`src/verilog/ddr_dac_pkg.sv`:
```
/*
 * Shared constants and types for the interleaved DDR converter input.
 * Assumes a single core clock domain; the sample clock is sampled as data.
 */
`default_nettype none

package ddr_dac_pkg;

    // ************************************************************
    // Widths and timing
    // ************************************************************
    localparam int WORD_WIDTH_DEFAULT = 14;   // Allowed builds: 10, 12, 14
    localparam int WIDTH_NARROW       = 10;
    localparam int WIDTH_MID          = 12;
    localparam int WIDTH_WIDE         = 14;
    localparam int LATENCY_EDGES      = 3;    // 1.5 sample clocks, two edges each
    localparam logic SLEEP_PULL_LEVEL = 1'b1; // Undriven select reads high

    // ************************************************************
    // Types
    // ************************************************************
    typedef enum logic [0:0] {
        CHAN_A = 1'b0,
        CHAN_B = 1'b1
    } chan_t;

    typedef enum logic [0:0] {
        MODE_ACTIVE = 1'b0,
        MODE_SLEEP  = 1'b1
    } mode_t;

endpackage : ddr_dac_pkg

`default_nettype wire

```
`src/verilog/chan_load_if.sv`:
```
/*
 * Carrier from the input steering logic to one channel output stage.
 * Assumes both ends run on the same core clock.
 */
`timescale 1ns/1ps
`default_nettype none

interface chan_load_if #(
    parameter int WIDTH = 14
) ();
    // Word to convert, load strobe and sleep level
    logic [WIDTH-1:0] word;
    logic             load;
    logic             sleep;

    modport src (output word, output load, output sleep);
    modport dst (input word, input load, input sleep);
endinterface : chan_load_if

`default_nettype wire

```
`src/verilog/chan_current_out.sv`:
```
/*
 * One converter channel output stage: turns an offset-binary word into
 * the sink codes of the positive and complementary current outputs.
 * Assumes load strobes come from the steering logic on the same clock.
 */
`timescale 1ns/1ps
`default_nettype none

module chan_current_out
    import ddr_dac_pkg::*;
#(
    parameter int WIDTH = ddr_dac_pkg::WORD_WIDTH_DEFAULT
) (
    // Clock and reset
    input  wire logic             core_clk,
    input  wire logic             nrst,
    // Steering side
    chan_load_if.dst              link,
    // Current sink codes
    output logic [WIDTH-1:0]      sink_pos,
    output logic [WIDTH-1:0]      sink_neg
);

    logic [WIDTH-1:0] pos_next;
    logic [WIDTH-1:0] neg_next;

    // Zeros sink full scale on the positive side, ones sink nothing
    assign pos_next = link.sleep ? '0 : (link.load ? ~link.word : sink_pos);
    assign neg_next = link.sleep ? '0 : (link.load ? link.word : sink_neg);

    // Output codes held between loads; zero current out of reset
    always_ff @(posedge core_clk or negedge nrst) begin
        if (!nrst) begin
            sink_pos <= '0;
            sink_neg <= '0;
        end else begin
            sink_pos <= pos_next;
            sink_neg <= neg_next;
        end
    end
endmodule : chan_current_out

`default_nettype wire

```
`src/verilog/ddr_dac_input.sv`:
```
/*
 * Digital input of a dual-channel converter: one shared DDR bus carries
 * interleaved words for channels A and B, loaded on both sample clock
 * edges, plus the sleep select pin.
 * Assumes sample clock, bus and sleep pin are asynchronous to core_clk
 * and that the source keeps the word rate within what core_clk resolves.
 */
// Contract
// - Each rising and falling sample clock edge captures one new bus word.
// - Both channels share the bus in turn and each word goes to its channel.
// - Word width is a build choice of 10, 12 or 14 bits, one pair per bit.
// - The top bus bit is the word's MSB and bus bit zero its LSB.
// - Offset binary: zeros sink full scale on pos, ones none, neg opposite.
// - Sleep select low puts the device to sleep and high makes it active.
// - Sleep select has a pull-up, so an undriven pin means active mode.
// - A captured word reaches its output 1.5 sample clock cycles later.
// - Each channel runs at up to 500 million samples per second.
`timescale 1ns/1ps
`default_nettype none

module ddr_dac_input
    import ddr_dac_pkg::*;
#(
    parameter int WIDTH = ddr_dac_pkg::WORD_WIDTH_DEFAULT
) (
    // Clock and reset
    input  wire logic                core_clk,
    input  wire logic                nrst,
    // Sample clock pair
    input  wire logic                sample_clock_pos,
    input  wire logic                sample_clock_neg,
    // Shared DDR data bus, one pair per bit
    input  wire logic [WIDTH-1:0]    data_pos,
    input  wire logic [WIDTH-1:0]    data_neg,
    // Sleep select pin and whether anything drives it
    input  wire logic                sleep_select_n,
    input  wire logic                sleep_select_driven,
    // Channel A current sink codes
    output logic [WIDTH-1:0]         chan_a_current_pos,
    output logic [WIDTH-1:0]         chan_a_current_neg,
    // Channel B current sink codes
    output logic [WIDTH-1:0]         chan_b_current_pos,
    output logic [WIDTH-1:0]         chan_b_current_neg,
    // Mode status
    output logic                     sleep_active
);

    localparam int SYNC_W = 2 * WIDTH + 4;

    // ************************************************************
    // Pin synchronisers
    // ************************************************************
    logic [SYNC_W-1:0] sync1_reg;
    logic [SYNC_W-1:0] sync2_reg;
    logic [SYNC_W-1:0] pins_raw;

    assign pins_raw = {sample_clock_pos, sample_clock_neg, sleep_select_n,
                       sleep_select_driven, data_pos, data_neg};

    // Two stages for every pin; the first stage feeds only the second
    always_ff @(posedge core_clk or negedge nrst) begin
        if (!nrst) begin
            sync1_reg <= '0;
            sync2_reg <= '0;
        end else begin
            sync1_reg <= pins_raw;
            sync2_reg <= sync1_reg;
        end
    end

    // ************************************************************
    // Pin decode
    // ************************************************************
    logic             clk_p_s;
    logic             clk_n_s;
    logic             sel_s;
    logic             drv_s;
    logic [WIDTH-1:0] dpos_s;
    logic [WIDTH-1:0] dneg_s;
    logic [WIDTH-1:0] word_in;
    logic             clk_valid;
    logic             clk_level;
    logic             sel_eff;

    assign clk_p_s   = sync2_reg[SYNC_W-1];
    assign clk_n_s   = sync2_reg[SYNC_W-2];
    assign sel_s     = sync2_reg[SYNC_W-3];
    assign drv_s     = sync2_reg[SYNC_W-4];
    assign dpos_s    = sync2_reg[2*WIDTH-1:WIDTH];
    assign dneg_s    = sync2_reg[WIDTH-1:0];
    // Bit i of the pair bus stays bit i of the word, MSB on top
    assign word_in   = dpos_s & ~dneg_s;
    // A pair at equal levels is no valid clock level; keep the last one
    assign clk_valid = clk_p_s ^ clk_n_s;
    assign clk_level = clk_p_s;
    // An undriven select floats high through the pull-up
    assign sel_eff   = drv_s ? sel_s : SLEEP_PULL_LEVEL;

    // ************************************************************
    // Mode control
    // ************************************************************
    mode_t mode_reg;
    mode_t mode_next;
    logic  active;

    always_comb begin
        unique case (sel_eff)
            1'b0: mode_next = MODE_SLEEP;
            1'b1: mode_next = MODE_ACTIVE;
        endcase
    end

    always_ff @(posedge core_clk or negedge nrst) begin
        if (!nrst) begin
            mode_reg <= MODE_ACTIVE;
        end else begin
            mode_reg <= mode_next;
        end
    end

    assign active       = (mode_reg == MODE_ACTIVE);
    assign sleep_active = (mode_reg == MODE_SLEEP);

    // ************************************************************
    // Sample clock edge detection
    // ************************************************************
    logic clk_prev_reg;
    logic rise;
    logic fall;
    logic edge_evt;

    always_ff @(posedge core_clk or negedge nrst) begin
        if (!nrst) begin
            clk_prev_reg <= 1'b0;
        end else if (clk_valid) begin
            clk_prev_reg <= clk_level;
        end
    end

    // Both edges load a word; one word per edge bounds each channel's rate
    assign rise     = clk_valid & clk_level & ~clk_prev_reg;
    assign fall     = clk_valid & ~clk_level & clk_prev_reg;
    assign edge_evt = rise | fall;

    // ************************************************************
    // Latency pipeline, advanced by sample clock edges
    // ************************************************************
    logic [WIDTH-1:0] stage_word [LATENCY_EDGES];
    chan_t            stage_chan [LATENCY_EDGES];
    logic             stage_vld  [LATENCY_EDGES];
    chan_t            cap_chan;
    logic             pipe_out;
    logic             a_load;
    logic             b_load;

    // Rising edge words go to A, falling edge words to B
    assign cap_chan = rise ? CHAN_A : CHAN_B;
    // The word leaves on the third edge after its own: 1.5 clock cycles
    assign pipe_out = edge_evt & active & stage_vld[LATENCY_EDGES-1];
    assign a_load   = pipe_out & (stage_chan[LATENCY_EDGES-1] == CHAN_A);
    assign b_load   = pipe_out & (stage_chan[LATENCY_EDGES-1] == CHAN_B);

    // Sleep flushes the pipeline so stale words never reach an output
    always_ff @(posedge core_clk or negedge nrst) begin
        if (!nrst) begin
            for (int i = 0; i < LATENCY_EDGES; i++) begin
                stage_word[i] <= '0;
                stage_chan[i] <= CHAN_A;
                stage_vld[i]  <= 1'b0;
            end
        end else if (!active) begin
            for (int i = 0; i < LATENCY_EDGES; i++) begin
                stage_vld[i] <= 1'b0;
            end
        end else if (edge_evt) begin
            stage_word[0] <= word_in;
            stage_chan[0] <= cap_chan;
            stage_vld[0]  <= 1'b1;
            for (int i = 1; i < LATENCY_EDGES; i++) begin
                stage_word[i] <= stage_word[i-1];
                stage_chan[i] <= stage_chan[i-1];
                stage_vld[i]  <= stage_vld[i-1];
            end
        end
    end

    // ************************************************************
    // Channel output stages
    // ************************************************************
    chan_load_if #(.WIDTH(WIDTH)) link_a ();
    chan_load_if #(.WIDTH(WIDTH)) link_b ();

    assign link_a.word  = stage_word[LATENCY_EDGES-1];
    assign link_a.load  = a_load;
    assign link_a.sleep = sleep_active;
    assign link_b.word  = stage_word[LATENCY_EDGES-1];
    assign link_b.load  = b_load;
    assign link_b.sleep = sleep_active;

    chan_current_out #(.WIDTH(WIDTH)) out_a (
        .core_clk (core_clk),
        .nrst     (nrst),
        .link     (link_a),
        .sink_pos (chan_a_current_pos),
        .sink_neg (chan_a_current_neg)
    );

    chan_current_out #(.WIDTH(WIDTH)) out_b (
        .core_clk (core_clk),
        .nrst     (nrst),
        .link     (link_b),
        .sink_pos (chan_b_current_pos),
        .sink_neg (chan_b_current_neg)
    );

    // ************************************************************
    // Checks
    // ************************************************************
    // Helper: edges seen since the last sleep, saturating at the latency
    logic [1:0] edges_awake_reg;

    always_ff @(posedge core_clk or negedge nrst) begin
        if (!nrst) begin
            edges_awake_reg <= 2'h0;
        end else if (!active) begin
            edges_awake_reg <= 2'h0;
        end else if (edge_evt && edges_awake_reg != 2'h3) begin
            edges_awake_reg <= edges_awake_reg + 2'h1;
        end
    end
endmodule : ddr_dac_input

`default_nettype wire

```
`config.mk`:
```
export PLATFORM = sky130hd
export DESIGN_NAME = ddr_dac_input
export DESIGN_NICKNAME = d
export VERILOG_FILES = /design/src/verilog/ddr_dac_pkg.sv /design/src/verilog/chan_load_if.sv /design/src/verilog/chan_current_out.sv /design/src/verilog/ddr_dac_input.sv
export SDC_FILE = /design/constraint.sdc
export NUM_CORES = 1
export LEC_CHECK = 0
export BUFFER_PORTS_ARGS = -buffer_cell sky130_fd_sc_hd__buf_2
export CORE_AREA = 2 2 105 107
export DETAILED_ROUTE_END_ITERATION = 8
export DIE_AREA = 0 0 107 109
export GPL_TIMING_DRIVEN = 0
export PLACE_DENSITY = 0.77
export SLEW_MARGIN = 20
export SYNTH_ARGS = -nofsm -noshare
export SYNTH_HDL_FRONTEND = slang
export SYNTH_SLANG_ARGS = --single-unit
```
`constraint.sdc`:
```
create_clock -name core_clk -period 2 [get_ports core_clk]
set_input_delay 0.1 -clock core_clk [delete_from_list [all_inputs] [get_ports core_clk]]
set_output_delay 0.1 -clock core_clk [all_outputs]
set_load 0.01 [all_outputs]
```
* Yosys cells after proc, flatten, opt, wreduce, memory -nomap -nowiden
Cells that the tools add are included.
Storage, ports and cells: flip-flop bits (word level) 170, latch bits 0, memories kept 0, output and inout port bits 57, word-level logic and storage cells 52, memory bits (writable) 0, bits in read-only memories 0
Cells by class: reductions and logical operators 4, mux-type cells 13, equal/unequal tests 0, shift-type cells 0, order comparisons 0, $mul 0, bitwise gates (word level) 18, divide/modulo/power cells 0, $add $sub $neg 0
Operators by type and width (count):
- $mux 14 | 8
- $not 14->14 | 2
- $and 14x14->14 | 1
- $and 1x1->1 | 8
- $mux 3 | 2
- $reduce_bool 2->1 | 3
- $not 1->1 | 5
- $mux 1 | 2
- $pmux 1 s2 | 1
- $reduce_and 2->1 | 1
- $or 1x1->1 | 1
- $xor 1x1->1 | 1

* Longest topological paths before layout
Gate-level depths: netlist of run 1.
depth in word-level cells 9, mapped depth 7, mapped depth without buffers 5

* Modules after synthesis
From an unflattened synthesis of run 1, not the netlist that was laid out.
Unflattened totals: cells, all modules 428, area, all modules 6000.8 um^2
Modules (own cells, without submodules):
- ddr_dac_input | cells an instance 218, seq. area each 2852.7 um^2, instances 1, area an instance 3653.5 um^2
- chan_current_out | cells an instance 105, seq. area each 700.7 um^2, instances 2, area an instance 1173.6 um^2

* Worst setup path before layout of run 1
Ideal clock, no wire load.
path kind reg2reg, from reg sync2_reg[30], to reg stage_word[21] in the netlist's numbering, setup time 0.125 ns, required time 1.875 ns, path slack 0.320 ns, stages on the path, launching flop included 8, arrival 1.555 ns, path buffers 2, cells stage by stage dfrtp_1 > inv_1 > ha_1 > mux2_4 > nand2_4 > buf_6 > buf_12 > mux2_4
On the way: word-level cells in the longest chain between the ends 5, elaborated cells on any way between the ends 7
RTL lines:
- start, declared | line ddr_dac_input.sv:54 | logic [SYNC_W-1:0] sync2_reg;
- start signal, assigned | line ddr_dac_input.sv:67 | sync2_reg <= sync1_reg;
- $xor 1x1->1 (*) | line ddr_dac_input.sv:94 | assign clk_valid = clk_p_s ^ clk_n_s;
- $and 1x1->1 (on tied branches) (2 in series) | line ddr_dac_input.sv:141, ddr_dac_input.sv:142
- $or 1x1->1 (*) | line ddr_dac_input.sv:143 | assign edge_evt = rise | fall;
- $reduce_and 2->1 (no line) (*)
- end signal, assigned by index | line ddr_dac_input.sv:180 | stage_word[i] <= stage_word[i-1];
- end, declared | line ddr_dac_input.sv:148 | logic [WIDTH-1:0] stage_word [LATENCY_EDGES];
Every way passes the cells marked *; elsewhere a longest branch is shown, timed or not. A chain may end at the register's enable or synchronous reset.

* Worst setup path in the final report of run 1
from reg sync2_reg[30], to reg out_a.sink_pos[9]
On the way: word-level cells in the longest chain between the ends 8, elaborated cells on any way between the ends 10
RTL lines:
- $xor 1x1->1 (*) | line ddr_dac_input.sv:94
- $and 1x1->1 (on tied branches) (2 in series) | line ddr_dac_input.sv:141, ddr_dac_input.sv:142
- $or 1x1->1 (*) | line ddr_dac_input.sv:143
- $and 1x1->1 (*) (2 in series) | line ddr_dac_input.sv:159 | assign pipe_out = edge_evt & active & stage_vld[LATENCY_EDGES-1];
- $and 1x1->1 (*) | line ddr_dac_input.sv:160 | assign a_load = pipe_out & (stage_chan[LATENCY_EDGES-1] == CHAN_A);
- $reduce_bool 2->1 (no line) (*)
- end signal, assigned | line chan_current_out.sv:37 | sink_pos <= pos_next;
- end, declared | line chan_current_out.sv:20 | output logic [WIDTH-1:0] sink_pos,
Marked as above.

==> impl_results.md, run 1 <==
- Port Buffer Count: 90
- R2R Path Start: sync2_reg[30]$_DFF_PN0_
- Synth Warn #: 0
- Placer congestion estimate: around 0.8
- Starting Density: a little over half
- RSZ-0062 raised after global routing: no
- Clock Path Buffers: 2
- TritonCTS clock tree: built
- Cell Area, Synth: around 0.0057 mm^2
- DRT antenna net count: 0
- Total core area: 0.0106 mm^2
- Slew Limit Fails: 0
- Syn Inst Count: approximately 350
- Max Fclk: ~0.55 GHz
- Leak pwr: 0.00360 uW
- Synth cell types: 26
- Nets@finish: between 500 and 600
- Vias: 3244
- Commonest non-fill, non-tap cell in the layout: dfrtp_1
- Slew HR: 66.9%
- Int Power: between 6000 and 7000 uW
- Pwr/cell area: ~1100 mW/mm^2
- CTS-repair resized insts: 0
- Area grow syn2layout: 27.3%
- Die Y: 109 um
- Clock skew: about 0.0054 ns
- CP arrival: roughly 2.3 ns
- Final setup vio count: 0
- CP startpoint: sync2_reg[30]$_DFF_PN0_
- Clk root buf: clkbuf_8
- Largest net degree at the start of global routing: 105
- Total power: around 8000 uW
- Global-route wire length before repair: approximately 16 mm
- Layout cells sized above 1: between 30% and 40%
- Hold Fails Final Rpt: 0
- CTS clock-pin slew for the worst setup and hold paths: roughly 0.060 ns
- Synth Register Bits: 170
- Register area share after synthesis: 74.9%
- DRT Pass-1 Iters: 4
- Post-Place Cell Area: 0.00634 mm^2
- I/O pins: roughly 90
- Comb pwr share: a little under a tenth
- Worst Path Required: approximately 2.4 ns
- Max Fanout on Critical Path: 10
- Most frequent cells in the layout: dfrtp_1 (170), buf_2 (95), dlygate4sd3_1 (33), o21ai_0 (29)
- Switching portion of total power: 24.1%
- Syn nets: approximately 380
- GRT Util Overall: 17.9%
- Finished Cell Area: between 0.007 and 0.008 mm^2
- Die area: approximately 0.012 mm^2
- DRC: 0
- 1st-iter DRT viols: 88
- Global route overflow: 0
- Row count: 38
- Max VDD drop: approximately 640 uV
- Final worst-path cycle share: about nine tenths
- TritonCTS Buffers: 17
- Status: finished clean
- Area leader, netlist: dfrtp_1
- Tmin final: 1.83 ns
- Worst-margin pin slew: about 0.5 ns
- Mean area per synthesized cell: between 15 and 20 um^2
- Synth top area share: approximately three quarters
- Clock power share: 38.1%
- Inserted Diodes: 0
- Fin Setup TNS: 0 ns
- H-tree depth: 4
- Share of power burned in registers: roughly 53%
- Switching power: between 1500 and 2000 uW
- Final core occ: 68.2%
- Max-cap check violation count: 0
- Die X-Extent: 107 um
- Dpl hpwl: around 6.4 mm
- CTS sink cnt: between 150 and 200
- Worst skew pair latency: approximately 0.52 ns
- Critical path type: flop to flop
- Synth area leaders: dfrtp_1 (75%), mux2_2 (4.6%), a22o_1 (4.3%)
- Wire length per cell: between 10 and 15 um
- Critical Path Source Type: flop
- Hold Path Class: input port to async pin
- Initial antenna violation count: 0
- Number of global-route vias before repair: approximately 3200
- Via-to-Cell Ratio: about 5
- Nature of the critical path endpoint: flop
- Final WL: 9.39 mm
power by group through the flow:
stage | sequential [uW] | combinational (uW) | clock, uW
floorplan | 4170 | 454 | 0
global placement | 4250 | 661 | 0
detailed placement | 4280 | 706 | 0
CTS | 4220 | 757 | 3100
global route | 4280 | 830 | 3260
finish | 4220 | 744 | 3050
cells in the mapped netlist, drive strengths merged:
library cell and count:
a22o 28, clkbuf 4, nand3 2, dfrtp 170, mux2i 1, nor2b 2
nand2 6, ha 2, o2bb2ai 28, o21ai 29, mux2 31, buf 13
nand2b 15, and3 2, a21oi 6, inv 3, nor2 4, and2 1
per-layer routing:
metal	track usage [%]	vias to the layer above	share of wire (%)
met3	4.18	16	4.3
met2	28.4	85	48
met5	0	-	0
li1	-	1535	-
met1	23.3	1608	45
met4	9.28	0	2.6
worst max-delay path, stage by stage (launching register included):
cell	delay, ns
dfrtp_1	0.35
inv_1	0.05
ha_1	0.22
mux2_4	0.36
a21oi_4	0.31
buf_2	0.28
o2bb2ai_1	0.16
stage by stage:
stage,cells,setup WS [ns],hold WS (ns)
floorplan,347,0.320,-0.196
global placement,577,-1.38,0.210
detailed placement,578,0.152,0.0621
CTS,642,0.144,0.0972
global route,642,0.0371,0.139
finish,642,0.169,0.114
area by class of cell:
type / count / area, um^2
multi-input combinational: 157 / 1290
timing repair buffer: 124 / 818
buffer: 17 / 121
tap: 140 / 175
inverter: 3 / 11.3
fill: 758 / 3380
sequential: 170 / 4250
clock inverter: 11 / 121
clock buffer: 20 / 435
cell families after synthesis:
kind of cell / after synthesis / synth area share (%)
simple gates: 32 / 3.31
mux: 32 / 6.85
compound gates: 91 / 12.1
fa+ha+maj: 2 / 0.441
flops: 170 / 74.9
buf+inv: 20 / 2.34
final timing paths:
kind | endpoint | slack [ns] | cells past startpoint
max in group asynchronous | out_a.sink_pos[0]$_DFFE_PN0P_ | 1.08 | 3
min in group core_clk | sync1_reg[0]$_DFF_PN0_ | 0.21 | 2
min | sync1_reg[25]$_DFF_PN0_ | 0.11 | 2
max reg2reg | out_a.sink_pos[9]$_DFFE_PN0P_ | 0.17 | 6
min reg2reg | sync2_reg[27]$_DFF_PN0_ | 0.35 | 0
max | out_a.sink_pos[9]$_DFFE_PN0P_ | 0.17 | 6
timing repair:
action,4_1_cts,5_1_grt
setup buffers,0,0
endpoints found under the hold margin,117,0
hold buffers,33,0
Note: power is estimated with default switching activity, not from simulation.
==> run 2, diff against run 1 <==
--- a/config.mk
+++ b/config.mk
@@ -5,12 +5,13 @@
 export SDC_FILE = /design/constraint.sdc
 export NUM_CORES = 1
 export LEC_CHECK = 0
-export BUFFER_PORTS_ARGS = -buffer_cell sky130_fd_sc_hd__buf_2
 export CORE_AREA = 2 2 105 107
 export DETAILED_ROUTE_END_ITERATION = 8
 export DIE_AREA = 0 0 107 109
+export DONT_BUFFER_PORTS = 1
 export GPL_TIMING_DRIVEN = 0
-export PLACE_DENSITY = 0.77
+export MAX_ROUTING_LAYER = met4
+export PLACE_DENSITY = 0.69
 export SLEW_MARGIN = 20
 export SYNTH_ARGS = -nofsm -noshare
 export SYNTH_HDL_FRONTEND = slang
==> run 2 against run 1 <==
  * The run now ends with negative hold slack left
  * Register-to-register slack got worse by 0.04 ns
  * Highest routed layer unchanged
  * Clock power fell by 2%
  * Global-route usage rose by 0.92 points
  * Hold slack got worse by 0.83 ns
  * Critical endpoint unchanged
  * Via count fell by 10%
  * First-iteration DRC count rose by 30%
  * Final area fell by 7.0%
  * Sequential power barely moved
  * Clock skew rose by 0.0028 ns
  * Critical path depth did not move
==> impl_results.md, run 2 (synthesized netlist as in run 1, its figures left out) <==
- Status: finished, violations left (was finished clean)
- Failing checks: negative hold slack
- Starting Density: 53.5% (unchanged)
- Comb pwr share: 7.3% (was 9.3%)
- Global route overflow: 0 (unchanged)
- Fin Setup TNS: 0 ns (unchanged)
- Die X-Extent: 107 um (unchanged)
- CP startpoint: sync2_reg[30]$_DFF_PN0_ (unchanged)
- Post-CTS setup buffer count: 0 (unchanged)
- Inserted Diodes: 0 (unchanged)
- Buf/Inv on CP: 2 (unchanged)
- CTS sink cnt: 170 (unchanged)
- CP arrival: 2.30 ns (was 2.26 ns)
- DRT Pass-1 Iters: 4 (unchanged)
- Layout cells sized above 1: 18.5% (was 33.5%)
- Clk root buf: clkbuf_8 (unchanged)
- Row count: 38 (unchanged)
- Slowest Stage Delay on Critical Path: 0.37 ns (was 0.36 ns)
- Placer congestion estimate: 0.751 (was 0.784)
- Slew HR: 66.3% (was 66.9%)
- Cells along the critical path: inv_1 -> ha_1 -> mux2_4 -> a21oi_4 -> buf_2 -> o2bb2ai_1 (unchanged)
- Total power: 7820 uW (was 8020 uW)
- Die area: 0.0117 mm^2 (unchanged)
- Delay-heaviest family, CP: compound AO/OA/AOI/OAI gates (unchanged)
- Worst-margin pin slew: 0.496 ns (was 0.487 ns)
- Area of the multi-input gates: 0.00129 mm^2 (unchanged)
- Most frequent cells in the layout: dfrtp_1 (170), dlygate4sd3_1 (32), o21ai_0 (29), a22o_1 (28), o2bb2ai_1 (28) (was dfrtp_1 (170), buf_2 (95), dlygate4sd3_1 (33), o21ai_0 (29))
- Clock Path Buffers: 2 (unchanged)
- TritonCTS Buffers: 17 (unchanged)
- Critical path type: flop to flop (unchanged)
- Slew Limit Fails: 0 (unchanged)
- Number of global-route vias before repair: 3161 (was 3244)
- Global-route wire length before repair: 16.1 mm (was 15.8 mm)
- 1st-iter DRT viols: 114 (was 88)
- Pwr/cell area: 1160 mW/mm^2 (was 1110 mW/mm^2)
- Final worst-path cycle share: 93.6% (was 91.5%)
- Hold Fails Final Rpt: 170 (was 0)
- CTS-repair resized insts: 0 (unchanged)
- DRT antenna net count: 0 (unchanged)
- Final WL: 9.71 mm (was 9.39 mm)
- Final core occ: 63.4% (was 68.2%)
- # fillers: 767 (was 758)
- Worst Path Required: 2.43 ns (about the same)
- Nature of the critical path endpoint: flop (unchanged)
- Register Area: 0.00425 mm^2 (unchanged)
- Final setup vio count: 0 (unchanged)
- Worst skew pair latency: 0.52 ns (about the same)
- GRT Util Overall: 18.8% (was 17.9%)
- Share of power burned in registers: 54.3% (was 52.7%)
- Initial antenna violation count: 0 (unchanged)
- Total core area: 0.0106 mm^2 (unchanged)
- Area grow syn2layout: 18.4% (was 27.3%)
- Leak pwr: 0.00310 uW (was 0.00360 uW)
- TritonCTS clock tree: built (unchanged)
- CTS clock-pin slew for the worst setup and hold paths: 0.06 ns (about the same)
- Switching power: 1880 uW (was 1930 uW)
- Max Fanout on Critical Path: 10 (unchanged)
- Int Power: 5940 uW (was 6090 uW)
- CP max-delay cell: dfrtp_1 (was mux2_4)
- Largest net degree at the start of global routing: 171 (was 105)
- Clock power share: 38.4% (was 38.1%)
- Commonest non-fill, non-tap cell in the layout: dfrtp_1 (unchanged)
- RSZ-0062 raised after global routing: no (unchanged)
- Dpl hpwl: 6.05 mm (was 6.35 mm)
- Max-cap check violation count: 0 (unchanged)
- Clock skew: 0.00816 ns (was 0.00537 ns)
- Nets@finish: 434 (was 526)
- Port Buffer Count: 0 (was 90)
- Hold slack: -0.719 ns (was 0.114 ns)
- Hold buffers post-CTS: 32 (was 33)
- Switching portion of total power: 24.0% (was 24.1%)
- DRC: 0 (unchanged)
- Via-to-Cell Ratio: 5.29 (was 5.05)
- Vias: 2913 (was 3244)
- H-tree depth: 4 (unchanged)
- R2R Path Start: sync2_reg[30]$_DFF_PN0_ (unchanged)
- Max Fclk: 0.534 GHz (was 0.546 GHz)
- Hold Path Class: input port to async pin (unchanged)
- Wire length per cell: 17.6 um (was 14.6 um)
- I/O pins: 91 (unchanged)
- Tmin final: 1.87 ns (was 1.83 ns)
- Max VDD drop: 625 uV (was 637 uV)
- Critical Path Source Type: flop (unchanged)
- Die Y: 109 um (unchanged)
-- run 2: changes by cell type in the layout (fill, tap and decap cells not counted), sizes merged --
| cell | delta |
|---|---|
| buf | -91 |
| bufinv | -1 |
| clkinvlp | +5 |
| dlygate4sd3 | -1 |
| clkbuf | +3 |
| clkinv | -6 |
-- run 2: power groups by stage --
| stage | Combinational, uW | Clock, uW | Sequential (uW) |
|---|---|---|---|
| floorplan | 454 | 0 | 4170 |
| global placement | 498 | 0 | 4290 |
| detailed placement | 523 | 0 | 4310 |
| CTS | 576 | 3050 | 4250 |
| global route | 628 | 3210 | 4310 |
| finish | 570 | 3000 | 4250 |
-- run 2: area by class of cell --
type | instances | share of cell area (%)
Sequential cell | 170 | 63.3
Multi-Input combinational cell | 157 | 19.2
Clock buffer | 23 | 6.80
Timing Repair Buffer | 32 | 4.77
Tap cell | 140 | 2.61
Buffer | 17 | 1.81
Clock inverter | 9 | 1.36
Inverter | 3 | 0.168
-- run 2: final timing paths --
| path | depth (start not counted) | slack, ns | end |
|---|---|---|---|
| worst max-delay path | 6 | 0.13 | out_a.sink_pos[9]$_DFFE_PN0P_ |
| worst min-delay path | 0 | -0.72 | sync1_reg[8]$_DFF_PN0_ |
| worst max register to register | 6 | 0.13 | out_a.sink_pos[9]$_DFFE_PN0P_ |
| worst min register to register | 0 | 0.35 | sync2_reg[28]$_DFF_PN0_ |
| max in group asynchronous | 0 | 2.48 | sync1_reg[2]$_DFF_PN0_ |
| min in group core_clk | 1 | 0.13 | sync1_reg[5]$_DFF_PN0_ |
-- run 2: through the flow --
step | std cells | setup slack, ns | area [um^2]
3_5_place_dp | 487 | 0.151 | 5850
3_3_place_gp | 487 | 0.209 | 5850
5_1_grt | 551 | 0.00836 | 6720
2_1_floorplan | 347 | 0.320 | 5680
6_report | 551 | 0.129 | 6720
4_1_cts | 551 | 0.126 | 6720
-- run 2: metal layers --
metal,wire length (um),part of all wire [%],track usage [%],vias up
li1,-,-,-,1336
met1,4340,45,23.1,1486
met2,4770,49,29.6,81
met3,494,5.1,6.22,10
met4,97,1.0,6.68,0
met5,0,0,-,-
